<file path="src/inc/gdfhc_pkg.sv">
// Package: constants shared by both ends of the gate driver supervision link.
// Assumes a single 20 MHz clock on both ends.
package gdfhc_pkg;
   // ==========================================================
   // Clock and timing
   localparam int CLK_NS = 50;
   localparam int POR_MS = 150;
   localparam int POR_CYC = POR_MS * (1000000 / CLK_NS);
   localparam int RECOV_S = 3;
   localparam int RECOV_CYC = RECOV_S * 1000 * (1000000 / CLK_NS);
   localparam int LOW_NS = 9000;
   // Strictly longer than the low time, hence one extra cycle
   localparam int LOW_CYC = LOW_NS / CLK_NS + 1;
   localparam int REJECT_NS = 625;
   localparam int PASS_NS = 750;
   localparam int FILT_CYC = (REJECT_NS + CLK_NS - 1) / CLK_NS;
   localparam int MIN_PULSE_NS = 1000;
   localparam int MIN_PULSE_CYC = (MIN_PULSE_NS + CLK_NS - 1) / CLK_NS;
   localparam int CNT_W = 32;

   // ==========================================================
   // Controller register map (APB)
   localparam int ADDR_W = 8;
   localparam logic [7:0] CTRL_OFS = 8'h00;
   localparam logic [7:0] STAT_OFS = 8'h04;
   localparam int CTRL_SUPPLY_BIT = 0;
   localparam int CTRL_HALT_BIT = 1;
   localparam int CTRL_HIGH_BIT = 2;
   localparam int CTRL_LOW_BIT = 3;
   localparam int CTRL_W = 4;
   localparam logic [3:0] CTRL_RST = 4'h0;
   localparam int STAT_STATUS_BIT = 0;
   localparam int STAT_HIGH_BIT = 1;
   localparam int STAT_LOW_BIT = 2;
   localparam int STAT_HALT_BIT = 3;

   // ==========================================================
   // Device states and fault cause bits
   typedef enum logic [1:0] {ST_POR, ST_RUN, ST_FAULT} gdfhc_state_t;
   localparam int CAUSE_W = 5;
   localparam int CAUSE_SUPPLY = 0;
   localparam int CAUSE_UV = 1;
   localparam int CAUSE_DESAT = 2;
   localparam int CAUSE_EXT = 3;
   localparam int CAUSE_POR = 4;
endpackage

</file>
<file path="src/inc/gdfhc_if.sv">
// Interface: primary-side link between controller and driver core.
// Both ends share one clock; every signal is driven from a flip-flop.
`timescale 1ns/1ps
interface gdfhc_if;
   logic supply_good_in;
   logic high_side_switch_cmd;
   logic low_side_switch_cmd;
   logic halt_in;
   logic status_out;

   modport dev (
      input supply_good_in,
      input high_side_switch_cmd,
      input low_side_switch_cmd,
      input halt_in,
      output status_out
   );

   modport ctl (
      output supply_good_in,
      output high_side_switch_cmd,
      output low_side_switch_cmd,
      output halt_in,
      input status_out
   );
endinterface

</file>
<file path="src/rtl/gdfhc_dev.sv">
// Driver core supervision: power-on wait, supply ramp reset, trips,
// pulse filtering, fault latch with recovery timer, halt handshake.
// Assumes all trip and fault flags are synchronous and active high.
//
// Functional notes
// Ready about 150 ms after supply on
// Controller keeps inputs low until reset ends
// Status goes low after reset without error
// Supply-good low holds initial reset state
// Supply-good is not a halt control
// Primary undervoltage forces off, status high
// Secondary undervoltage forces off, status high
// Switching inputs are active high
// Controller pulses never shorter than 1 us
// Filter drops under 625 ns, passes 750
// Any failure latches status, gates off
// Failure starts a 3 s recovery timer
// Recover after timer, quiet inputs, no supply fault
// External errors ignored until first pulse
// Halt input high switches gates off
// Halt never sets status; release re-enables
// Status output is wired to halt input
// Status low ready, high not ready
// Timings counted on clock, lengths parameterised
`timescale 1ns/1ps
module gdfhc_dev
   import gdfhc_pkg::*;
#(
   parameter int POR_CYCLES = POR_CYC,
   parameter int RECOV_CYCLES = RECOV_CYC,
   parameter int LOW_CYCLES = LOW_CYC,
   parameter int FILT_CYCLES = FILT_CYC
) (
   input wire logic i_clk,
   input wire logic i_resetn,
   gdfhc_if.dev lnk,
   input wire logic i_prim_uv_trip,
   input wire logic i_high_side_uv_trip,
   input wire logic i_low_side_uv_trip,
   input wire logic i_high_side_desat,
   input wire logic i_low_side_desat,
   input wire logic i_high_side_ext_fault,
   input wire logic i_low_side_ext_fault,
   output logic o_high_side_gate_on,
   output logic o_high_side_gate_off,
   output logic o_low_side_gate_on,
   output logic o_low_side_gate_off,
   output logic [CAUSE_W-1:0] o_fault_cause
);

   // ==========================================================
   // Saturating counter step
   function automatic logic [CNT_W-1:0] sat_inc(
      input logic [CNT_W-1:0] cnt,
      input int lim
   );
      sat_inc = (cnt >= CNT_W'(lim)) ? cnt : cnt + 1'b1;
   endfunction

   // ==========================================================
   // Input filtering
   logic filt_high;
   logic filt_low;

   gdfhc_filt #(
      .CYC(FILT_CYCLES)
   ) u_filt_high (
      .i_clk(i_clk),
      .i_resetn(i_resetn),
      .i_in(lnk.high_side_switch_cmd),
      .o_out(filt_high)
   );

   gdfhc_filt #(
      .CYC(FILT_CYCLES)
   ) u_filt_low (
      .i_clk(i_clk),
      .i_resetn(i_resetn),
      .i_in(lnk.low_side_switch_cmd),
      .o_out(filt_low)
   );

   // ==========================================================
   // State and counters
   gdfhc_state_t state_q;
   gdfhc_state_t state_d;
   logic [CNT_W-1:0] por_cnt_q;
   logic [CNT_W-1:0] por_cnt_d;
   logic [CNT_W-1:0] rec_cnt_q;
   logic [CNT_W-1:0] rec_cnt_d;
   logic [CNT_W-1:0] low_cnt_q;
   logic [CNT_W-1:0] low_cnt_d;
   logic armed_q;
   logic armed_d;
   logic status_q;
   logic high_on_q;
   logic low_on_q;
   logic [CAUSE_W-1:0] cause_q;
   logic [CAUSE_W-1:0] cause_d;

   // ==========================================================
   // Failure decode
   wire supply_fail = !lnk.supply_good_in;
   wire uv_fail = i_prim_uv_trip | i_high_side_uv_trip
      | i_low_side_uv_trip;
   // Fails that must be gone before recovery
   wire hard_fail = supply_fail | uv_fail;
   wire desat_fail = i_high_side_desat | i_low_side_desat;
   // Error inputs only watched once a pulse went through
   wire ext_fail = armed_q
      & (i_high_side_ext_fault | i_low_side_ext_fault);
   wire any_fail = hard_fail | desat_fail | ext_fail;

   wire por_done = por_cnt_q == CNT_W'(POR_CYCLES);
   wire rec_done = rec_cnt_q == CNT_W'(RECOV_CYCLES);
   wire low_done = low_cnt_q == CNT_W'(LOW_CYCLES);
   wire inputs_low = !filt_high && !filt_low;
   wire in_run = state_q == ST_RUN;
   wire in_fault = state_q == ST_FAULT;
   wire in_por = state_q == ST_POR;

   // Gates only pass when running, not halted, no new failure
   wire pass = in_run && !lnk.halt_in && !any_fail;
   wire high_on_d = pass && filt_high;
   wire low_on_d = pass && filt_low;

   wire [CAUSE_W-1:0] cause_now = {
      1'b0,
      ext_fail,
      desat_fail,
      uv_fail,
      supply_fail
   };

   // ==========================================================
   // Next state
   always_comb begin
      state_d = state_q;
      unique case (state_q)
         ST_POR: begin
            if (por_done) begin
               state_d = any_fail ? ST_FAULT : ST_RUN;
            end
         end
         ST_RUN: begin
            if (any_fail) begin
               state_d = ST_FAULT;
            end
         end
         ST_FAULT: begin
            if (rec_done && low_done && !hard_fail) begin
               state_d = ST_RUN;
            end
         end
      endcase
   end

   // ==========================================================
   // Counter and flag next values
   always_comb begin
      // Supply-good low keeps the power-on wait at its start
      if (in_por && !supply_fail) begin
         por_cnt_d = sat_inc(por_cnt_q, POR_CYCLES);
      end else if (in_por) begin
         por_cnt_d = '0;
      end else begin
         por_cnt_d = por_cnt_q;
      end
      rec_cnt_d = in_fault ? sat_inc(rec_cnt_q, RECOV_CYCLES) : '0;
      low_cnt_d = (in_fault && inputs_low)
         ? sat_inc(low_cnt_q, LOW_CYCLES) : '0;
      armed_d = armed_q;
      if (state_d != ST_RUN) begin
         armed_d = 1'b0;
      end else if (high_on_d || low_on_d) begin
         armed_d = 1'b1;
      end
      cause_d = cause_q;
      if (state_d == ST_FAULT && !in_fault) begin
         cause_d = cause_now;
         cause_d[CAUSE_POR] = in_por;
      end
   end

   // ==========================================================
   // Registers
   always_ff @(posedge i_clk) begin
      if (!i_resetn) begin
         state_q <= ST_POR;
         por_cnt_q <= '0;
         rec_cnt_q <= '0;
         low_cnt_q <= '0;
         armed_q <= 1'b0;
         status_q <= 1'b1;
         high_on_q <= 1'b0;
         low_on_q <= 1'b0;
         cause_q <= '0;
      end else begin
         state_q <= state_d;
         por_cnt_q <= por_cnt_d;
         rec_cnt_q <= rec_cnt_d;
         low_cnt_q <= low_cnt_d;
         armed_q <= armed_d;
         // Halt plays no part here
         status_q <= state_d != ST_RUN;
         high_on_q <= high_on_d;
         low_on_q <= low_on_d;
         cause_q <= cause_d;
      end
   end

   // ==========================================================
   // Outputs
   assign lnk.status_out = status_q;
   assign o_high_side_gate_on = high_on_q;
   assign o_low_side_gate_on = low_on_q;
   // Off drive is the exact complement, never both low
   always_ff @(posedge i_clk) begin
      if (!i_resetn) begin
         o_high_side_gate_off <= 1'b1;
         o_low_side_gate_off <= 1'b1;
      end else begin
         o_high_side_gate_off <= !high_on_d;
         o_low_side_gate_off <= !low_on_d;
      end
   end
   assign o_fault_cause = cause_q;
endmodule

</file>
<file path="src/rtl/gdfhc_filt.sv">
// Short pulse suppressor for one switching input.
// Input is synchronous to i_clk; output moves only after CYC stable cycles.
`timescale 1ns/1ps
module gdfhc_filt
   import gdfhc_pkg::*;
#(
   parameter int CYC = FILT_CYC
) (
   input wire logic i_clk,
   input wire logic i_resetn,
   input wire logic i_in,
   output logic o_out
);

   // ==========================================================
   // Stability counter
   logic [CNT_W-1:0] cnt_q;
   logic out_q;
   wire differs = i_in != out_q;
   wire settled = differs && (cnt_q == CNT_W'(CYC - 1));

   always_ff @(posedge i_clk) begin
      if (!i_resetn) begin
         cnt_q <= '0;
         out_q <= 1'b0;
      end else begin
         // Any return to the old level restarts the count
         cnt_q <= (differs && !settled) ? cnt_q + 1'b1 : '0;
         if (settled) begin
            out_q <= i_in;
         end
      end
   end

   assign o_out = out_q;
endmodule

</file>
<file path="src/flat_wrapper.sv">
// flat-port wrapper written by rule: the top's interface ports become plain ports
module gdfhc_dev_flat import gdfhc_pkg::*;
#(
   parameter int POR_CYCLES = POR_CYC,
   parameter int RECOV_CYCLES = RECOV_CYC,
   parameter int LOW_CYCLES = LOW_CYC,
   parameter int FILT_CYCLES = FILT_CYC
)
  (i_clk, i_resetn, i_prim_uv_trip, i_high_side_uv_trip, i_low_side_uv_trip, i_high_side_desat, i_low_side_desat, i_high_side_ext_fault, i_low_side_ext_fault, o_high_side_gate_on, o_high_side_gate_off, o_low_side_gate_on, o_low_side_gate_off, o_fault_cause, lnk_supply_good_in, lnk_high_side_switch_cmd, lnk_low_side_switch_cmd, lnk_halt_in, lnk_status_out);
  gdfhc_if lnk_i ();
  input wire logic i_clk;
  input wire logic i_resetn;
  input wire logic i_prim_uv_trip;
  input wire logic i_high_side_uv_trip;
  input wire logic i_low_side_uv_trip;
  input wire logic i_high_side_desat;
  input wire logic i_low_side_desat;
  input wire logic i_high_side_ext_fault;
  input wire logic i_low_side_ext_fault;
  output logic o_high_side_gate_on;
  output logic o_high_side_gate_off;
  output logic o_low_side_gate_on;
  output logic o_low_side_gate_off;
  output logic [CAUSE_W-1:0] o_fault_cause;
  input wire logic [$bits(lnk_i.supply_good_in)-1:0] lnk_supply_good_in;
  input wire logic [$bits(lnk_i.high_side_switch_cmd)-1:0] lnk_high_side_switch_cmd;
  input wire logic [$bits(lnk_i.low_side_switch_cmd)-1:0] lnk_low_side_switch_cmd;
  input wire logic [$bits(lnk_i.halt_in)-1:0] lnk_halt_in;
  output wire logic [$bits(lnk_i.status_out)-1:0] lnk_status_out;
  assign lnk_i.supply_good_in = lnk_supply_good_in;
  assign lnk_i.high_side_switch_cmd = lnk_high_side_switch_cmd;
  assign lnk_i.low_side_switch_cmd = lnk_low_side_switch_cmd;
  assign lnk_i.halt_in = lnk_halt_in;
  assign lnk_status_out = lnk_i.status_out;
  gdfhc_dev #(.POR_CYCLES(POR_CYCLES), .RECOV_CYCLES(RECOV_CYCLES), .LOW_CYCLES(LOW_CYCLES), .FILT_CYCLES(FILT_CYCLES)) u_core (.i_clk(i_clk), .i_resetn(i_resetn), .lnk(lnk_i), .i_prim_uv_trip(i_prim_uv_trip), .i_high_side_uv_trip(i_high_side_uv_trip), .i_low_side_uv_trip(i_low_side_uv_trip), .i_high_side_desat(i_high_side_desat), .i_low_side_desat(i_low_side_desat), .i_high_side_ext_fault(i_high_side_ext_fault), .i_low_side_ext_fault(i_low_side_ext_fault), .o_high_side_gate_on(o_high_side_gate_on), .o_high_side_gate_off(o_high_side_gate_off), .o_low_side_gate_on(o_low_side_gate_on), .o_low_side_gate_off(o_low_side_gate_off), .o_fault_cause(o_fault_cause));
endmodule
</file>
<file path="config.mk">
export PLATFORM = sky130hd
export DESIGN_NAME = gdfhc_dev_flat
export DESIGN_NICKNAME = d
export VERILOG_FILES = /design/src/inc/gdfhc_pkg.sv /design/src/inc/gdfhc_if.sv /design/src/rtl/gdfhc_dev.sv /design/src/rtl/gdfhc_filt.sv /design/src/flat_wrapper.sv
export SDC_FILE = /design/constraint.sdc
export NUM_CORES = 1
export LEC_CHECK = 0
export BUFFER_PORTS_ARGS = -buffer_cell sky130_fd_sc_hd__buf_2
export CORE_ASPECT_RATIO = 0.75
export CORE_MARGIN = 5
export CORE_UTILIZATION = 40
export CTS_CLUSTER_SIZE = 40
export DETAILED_ROUTE_END_ITERATION = 10
export RECOVER_POWER = 100
export SYNTH_ARGS = -nofsm -noshare
export SYNTH_HDL_FRONTEND = slang
export SYNTH_SLANG_ARGS = --single-unit
export TNS_END_PERCENT = 30
</file>
<file path="constraint.sdc">
create_clock -name i_clk -period 2.5 [get_ports i_clk]
set_input_delay 0.125 -clock i_clk [delete_from_list [all_inputs] [get_ports i_clk]]
set_output_delay 0.125 -clock i_clk [all_outputs]
set_load 0.05 [all_outputs]
</file>
==> flow_summary.json <==
{
  "min_period_ps": 2341,
  "drt-met1-wl_um": 8436,
  "dieArea_um2": 21960,
  "multiInputGateArea_um2": 3886,
  "worstPathRequired_ps": 2850,
  "routed.top_layer": "met4",
  "nFillCells": 1815,
  "finalPower_w": 0.005754,
  "vias": 5862,
  "yosys.area.top_type": "dfxtp_1",
  "clk_latency_ps": 430,
  "remaining_drc_errors": 0,
  "synth_seq_cells": 175,
  "worst-r2r-cell-count": 6,
  "finalSetupTns_ps": 0,
  "powerDensity_nw_per_um2": 662.5,
  "dpl.cell_count": 1131,
  "yosysSeqAreaShare_pct": 45.92,
  "worstPathMaxFanout": 5,
  "core_area_um2": 18620,
  "h-tree-depth": 4,
  "maxCapViolCount": 0,
  "rr_endpoint": "u_core.por_cnt_q[18]$_SDFFE_PN0P_",
  "async_reset_ff_share_pct": 0,
  "port_buffers": 22,
  "ys.flop_type": "dfxtp_1",
  "min_from": "lnk_low_side_switch_cmd",
  "chipWidth_um": 169.5,
  "dr_wl_met3_um": 473,
  "r2r_start": "u_core.por_cnt_q[12]$_SDFFE_PN0P_",
  "cts_tree": "built",
  "cts_root_buf": "clkbuf_16",
  "cts_buffers": 17,
  "gp_congestion": 0.8135,
  "num_rows": 43,
  "die_h_um": 129.6,
  "nNetsFinal": 932,
  "clk_pin_slew_worst_paths_ps": 70,
  "postRouteAntennaNets": 0,
  "cts_buffer_depth": 2,
  "hpwl_um": 10420,
  "slew-limit-headroom_pct": 35.86,
  "status": "finished clean",
  "yosys-top-cells-area": "dfxtp_1 46%, nor2_1 6.2%, xor2_1 5.6%",
  "hold_class": "input pin to flop",
  "post_layout_nonfiller_instances": 1165,
  "rsz0062_at_grt": "no",
  "dp_slack_ps": 179.8,
  "seq_area_um2": 3503,
  "setup_ws_ps": 159.0,
  "clock_skew_ps": 8.884,
  "drtIter0Drc": 348,
  "first_pass_iters": 4,
  "pin_count": 23,
  "worstMarginPinSlew_ps": 954.7,
  "fin_util_pct": 46.65,
  "diodes": 0,
  "path_class": "flop to flop",
  "crit_path_start_kind": "flop",
  "yosysMostFrequentCell": "dfxtp_1",
  "r2r_setup_slack_ps": 160,
  "ir_drop_uv": 340.4,
  "area_growth_pct": 13.82,
  "yosysTopAreaCellShare_pct": 45.92,
  "ys_types": 53,
  "grt_pass1_vias": 5390,
  "grt_pass1_wl_um": 25970,
  "track_usage_pct": 14.40,
  "synth_nets": 897,
  "post-route-period-util_pct": 93.64,
  "total_leakage_power_nw": 2.993,
  "finalWirelength_um": 14840,
  "met2_length_um": 5797,
  "clkSinkCount": 175,
  "start_util_pct": 40.99,
  "via_per_inst": 5.032,
  "clock.fmax_ghz": 0.4272,
  "setup_violations": 0,
  "synth.top_cells.by_count": "175 x dfxtp_1, 127 x nor2_1, 60 x nand2_1",
  "grt_start_max_net_pins": 33,
  "wl_per_cell_um": 12.74,
  "yosysWarnings": 0,
  "synthCells": 870,
  "whs_path_depth": 3,
  "drive_above_1_share_pct": 7.298,
  "syn-cell-area_um2": 7630,
  "slew_viol_final": 0,
  "crit_arrival_ps": 2700,
  "hold_end": "u_core.u_filt_low.o_out$_SDFFE_PN0P_",
  "hold_viol_final": 0,
  "grt.overflow.total": 0,
  "synth.avg_cell_area_um2": 8.770,
  "end_kind": "flop",
  "synth-edff-count": 0,
  "antenna_found_initial": 0
}
## sequential cells by signal, indices dropped and copies added, names as in the netlist
register and flops:
u_core.o_high_side_gate_on 1, u_core.rec_cnt_q 32, u_core.o_low_side_gate_off 1, u_core.o_low_side_gate_on 1, u_core.u_filt_high.cnt_q 32, u_core.state_q 2, u_core.lnk.status_out 1, u_core.armed_q 1
u_core.o_fault_cause 5, u_core.u_filt_low.cnt_q 32, u_core.u_filt_low.o_out 1, u_core.u_filt_high.o_out 1, u_core.por_cnt_q 32, u_core.o_high_side_gate_off 1, u_core.low_cnt_q 32
## critical path: stages (launching register included)
cell	delay, ps
dfxtp_1	340
or3_1	390
a211o_1	280
a221oi_4	290
o2111ai_1	260
or4b_1	560
a21oi_1	140
## metal layers
layer	track usage, %	vias up
met5	0	-
met4	4.449	0
met3	4.087	11
met2	19.44	62
met1	21.95	2682
li1	-	3107
## power by group
part	switching [W]	internal [W]	leakage, nW	total, W
Sequential	0.0000152	0.00280	1.41	0.00282
Clock	0.00115	0.00159	0.292	0.00274
Combinational	0.000138	0.0000600	1.29	0.000198
## how the worst max path moves through the flow
| stage | depth (start not counted) | from | end |
|---|---|---|---|
| finish | 6 | u_core.por_cnt_q[12]$_SDFFE_PN0P_ | u_core.por_cnt_q[18]$_SDFFE_PN0P_ |
| global route | 7 | u_core.rec_cnt_q[27]$_SDFFE_PN0N_ | u_core.rec_cnt_q[8]$_SDFFE_PN0N_ |
| CTS | 7 | u_core.por_cnt_q[12]$_SDFFE_PN0P_ | u_core.por_cnt_q[19]$_SDFFE_PN0P_ |
| detailed placement | 7 | u_core.por_cnt_q[12]$_SDFFE_PN0P_ | u_core.por_cnt_q[19]$_SDFFE_PN0P_ |
| global placement | 7 | u_core.por_cnt_q[12]$_SDFFE_PN0P_ | u_core.por_cnt_q[19]$_SDFFE_PN0P_ |
| floorplan | 7 | u_core.por_cnt_q[11]$_SDFFE_PN0P_ | u_core.por_cnt_q[18]$_SDFFE_PN0P_ |
## per-stage QoR
| stage | cell area, um2 | hold slack, ps |
|---|---|---|
| finish | 8685 | 19.00 |
| global route | 8685 | 11.52 |
| CTS | 8737 | 1.012 |
| detailed placement | 8109 | 443.0 |
| global placement | 8109 | 418.1 |
| floorplan | 7630 | 272.2 |
## logic make-up after synthesis
logic type      share of synthesized area [%]
simple gates                            30.22
flops                                   45.92
xor+xnor                                10.68
compound gates                          6.363
buf+inv                                 3.214
fa+ha+maj                               2.296
mux                                     1.312
## placed cells by master (no fill, tap or decap), types with 4 or more instances in the layout
cell type / synthesis / layout
dfxtp_1: 175 / 175
nor2_1: 127 / 127
nand2_1: 60 / 60
xor2_1: 49 / 49
nand3_1: 47 / 47
xnor2_1: 44 / 44
nor4_1: 37 / 37
nand4_1: 29 / 29
inv_1: 28 / 28
and3_1: 25 / 25
nor3_1: 22 / 22
and2_1: 39 / 21
a21oi_1: 20 / 20
and2_0: 0 / 18
clkbuf_1: 26 / 18
clkbuf_16: 0 / 17
or3_1: 15 / 15
ha_1: 14 / 14
buf_2: 4 / 14
buf_4: 0 / 14
o21ai_0: 11 / 11
mux2i_1: 10 / 10
or4_1: 9 / 9
and4_1: 7 / 7
o211ai_1: 6 / 6
o21a_1: 5 / 5
o2111ai_1: 4 / 5
nor2b_1: 4 / 4
o31ai_1: 4 / 4
inv_6: 0 / 4
## timing repair
item / 4_1_cts / 5_1_grt
endpoints found under the hold margin: 1 / 0
gates resized for setup: 0 / 1
endpoints found under the setup margin: 0 / 1
setup buffers: 0 / 0
hold buffers: 2 / 0
## cell type report
| class | count | share of cell area, % |
|---|---|---|
| Timing Repair Buffer | 50 | 3.141 |
| Clock inverter | 15 | 2.103 |
| Tap cell | 247 | 3.559 |
| Inverter | 28 | 1.210 |
| Clock buffer | 17 | 4.898 |
| Multi-Input combinational cell | 633 | 44.75 |
| Sequential cell | 175 | 40.34 |
No activity file was read; power rests on OpenSTA's default activity.
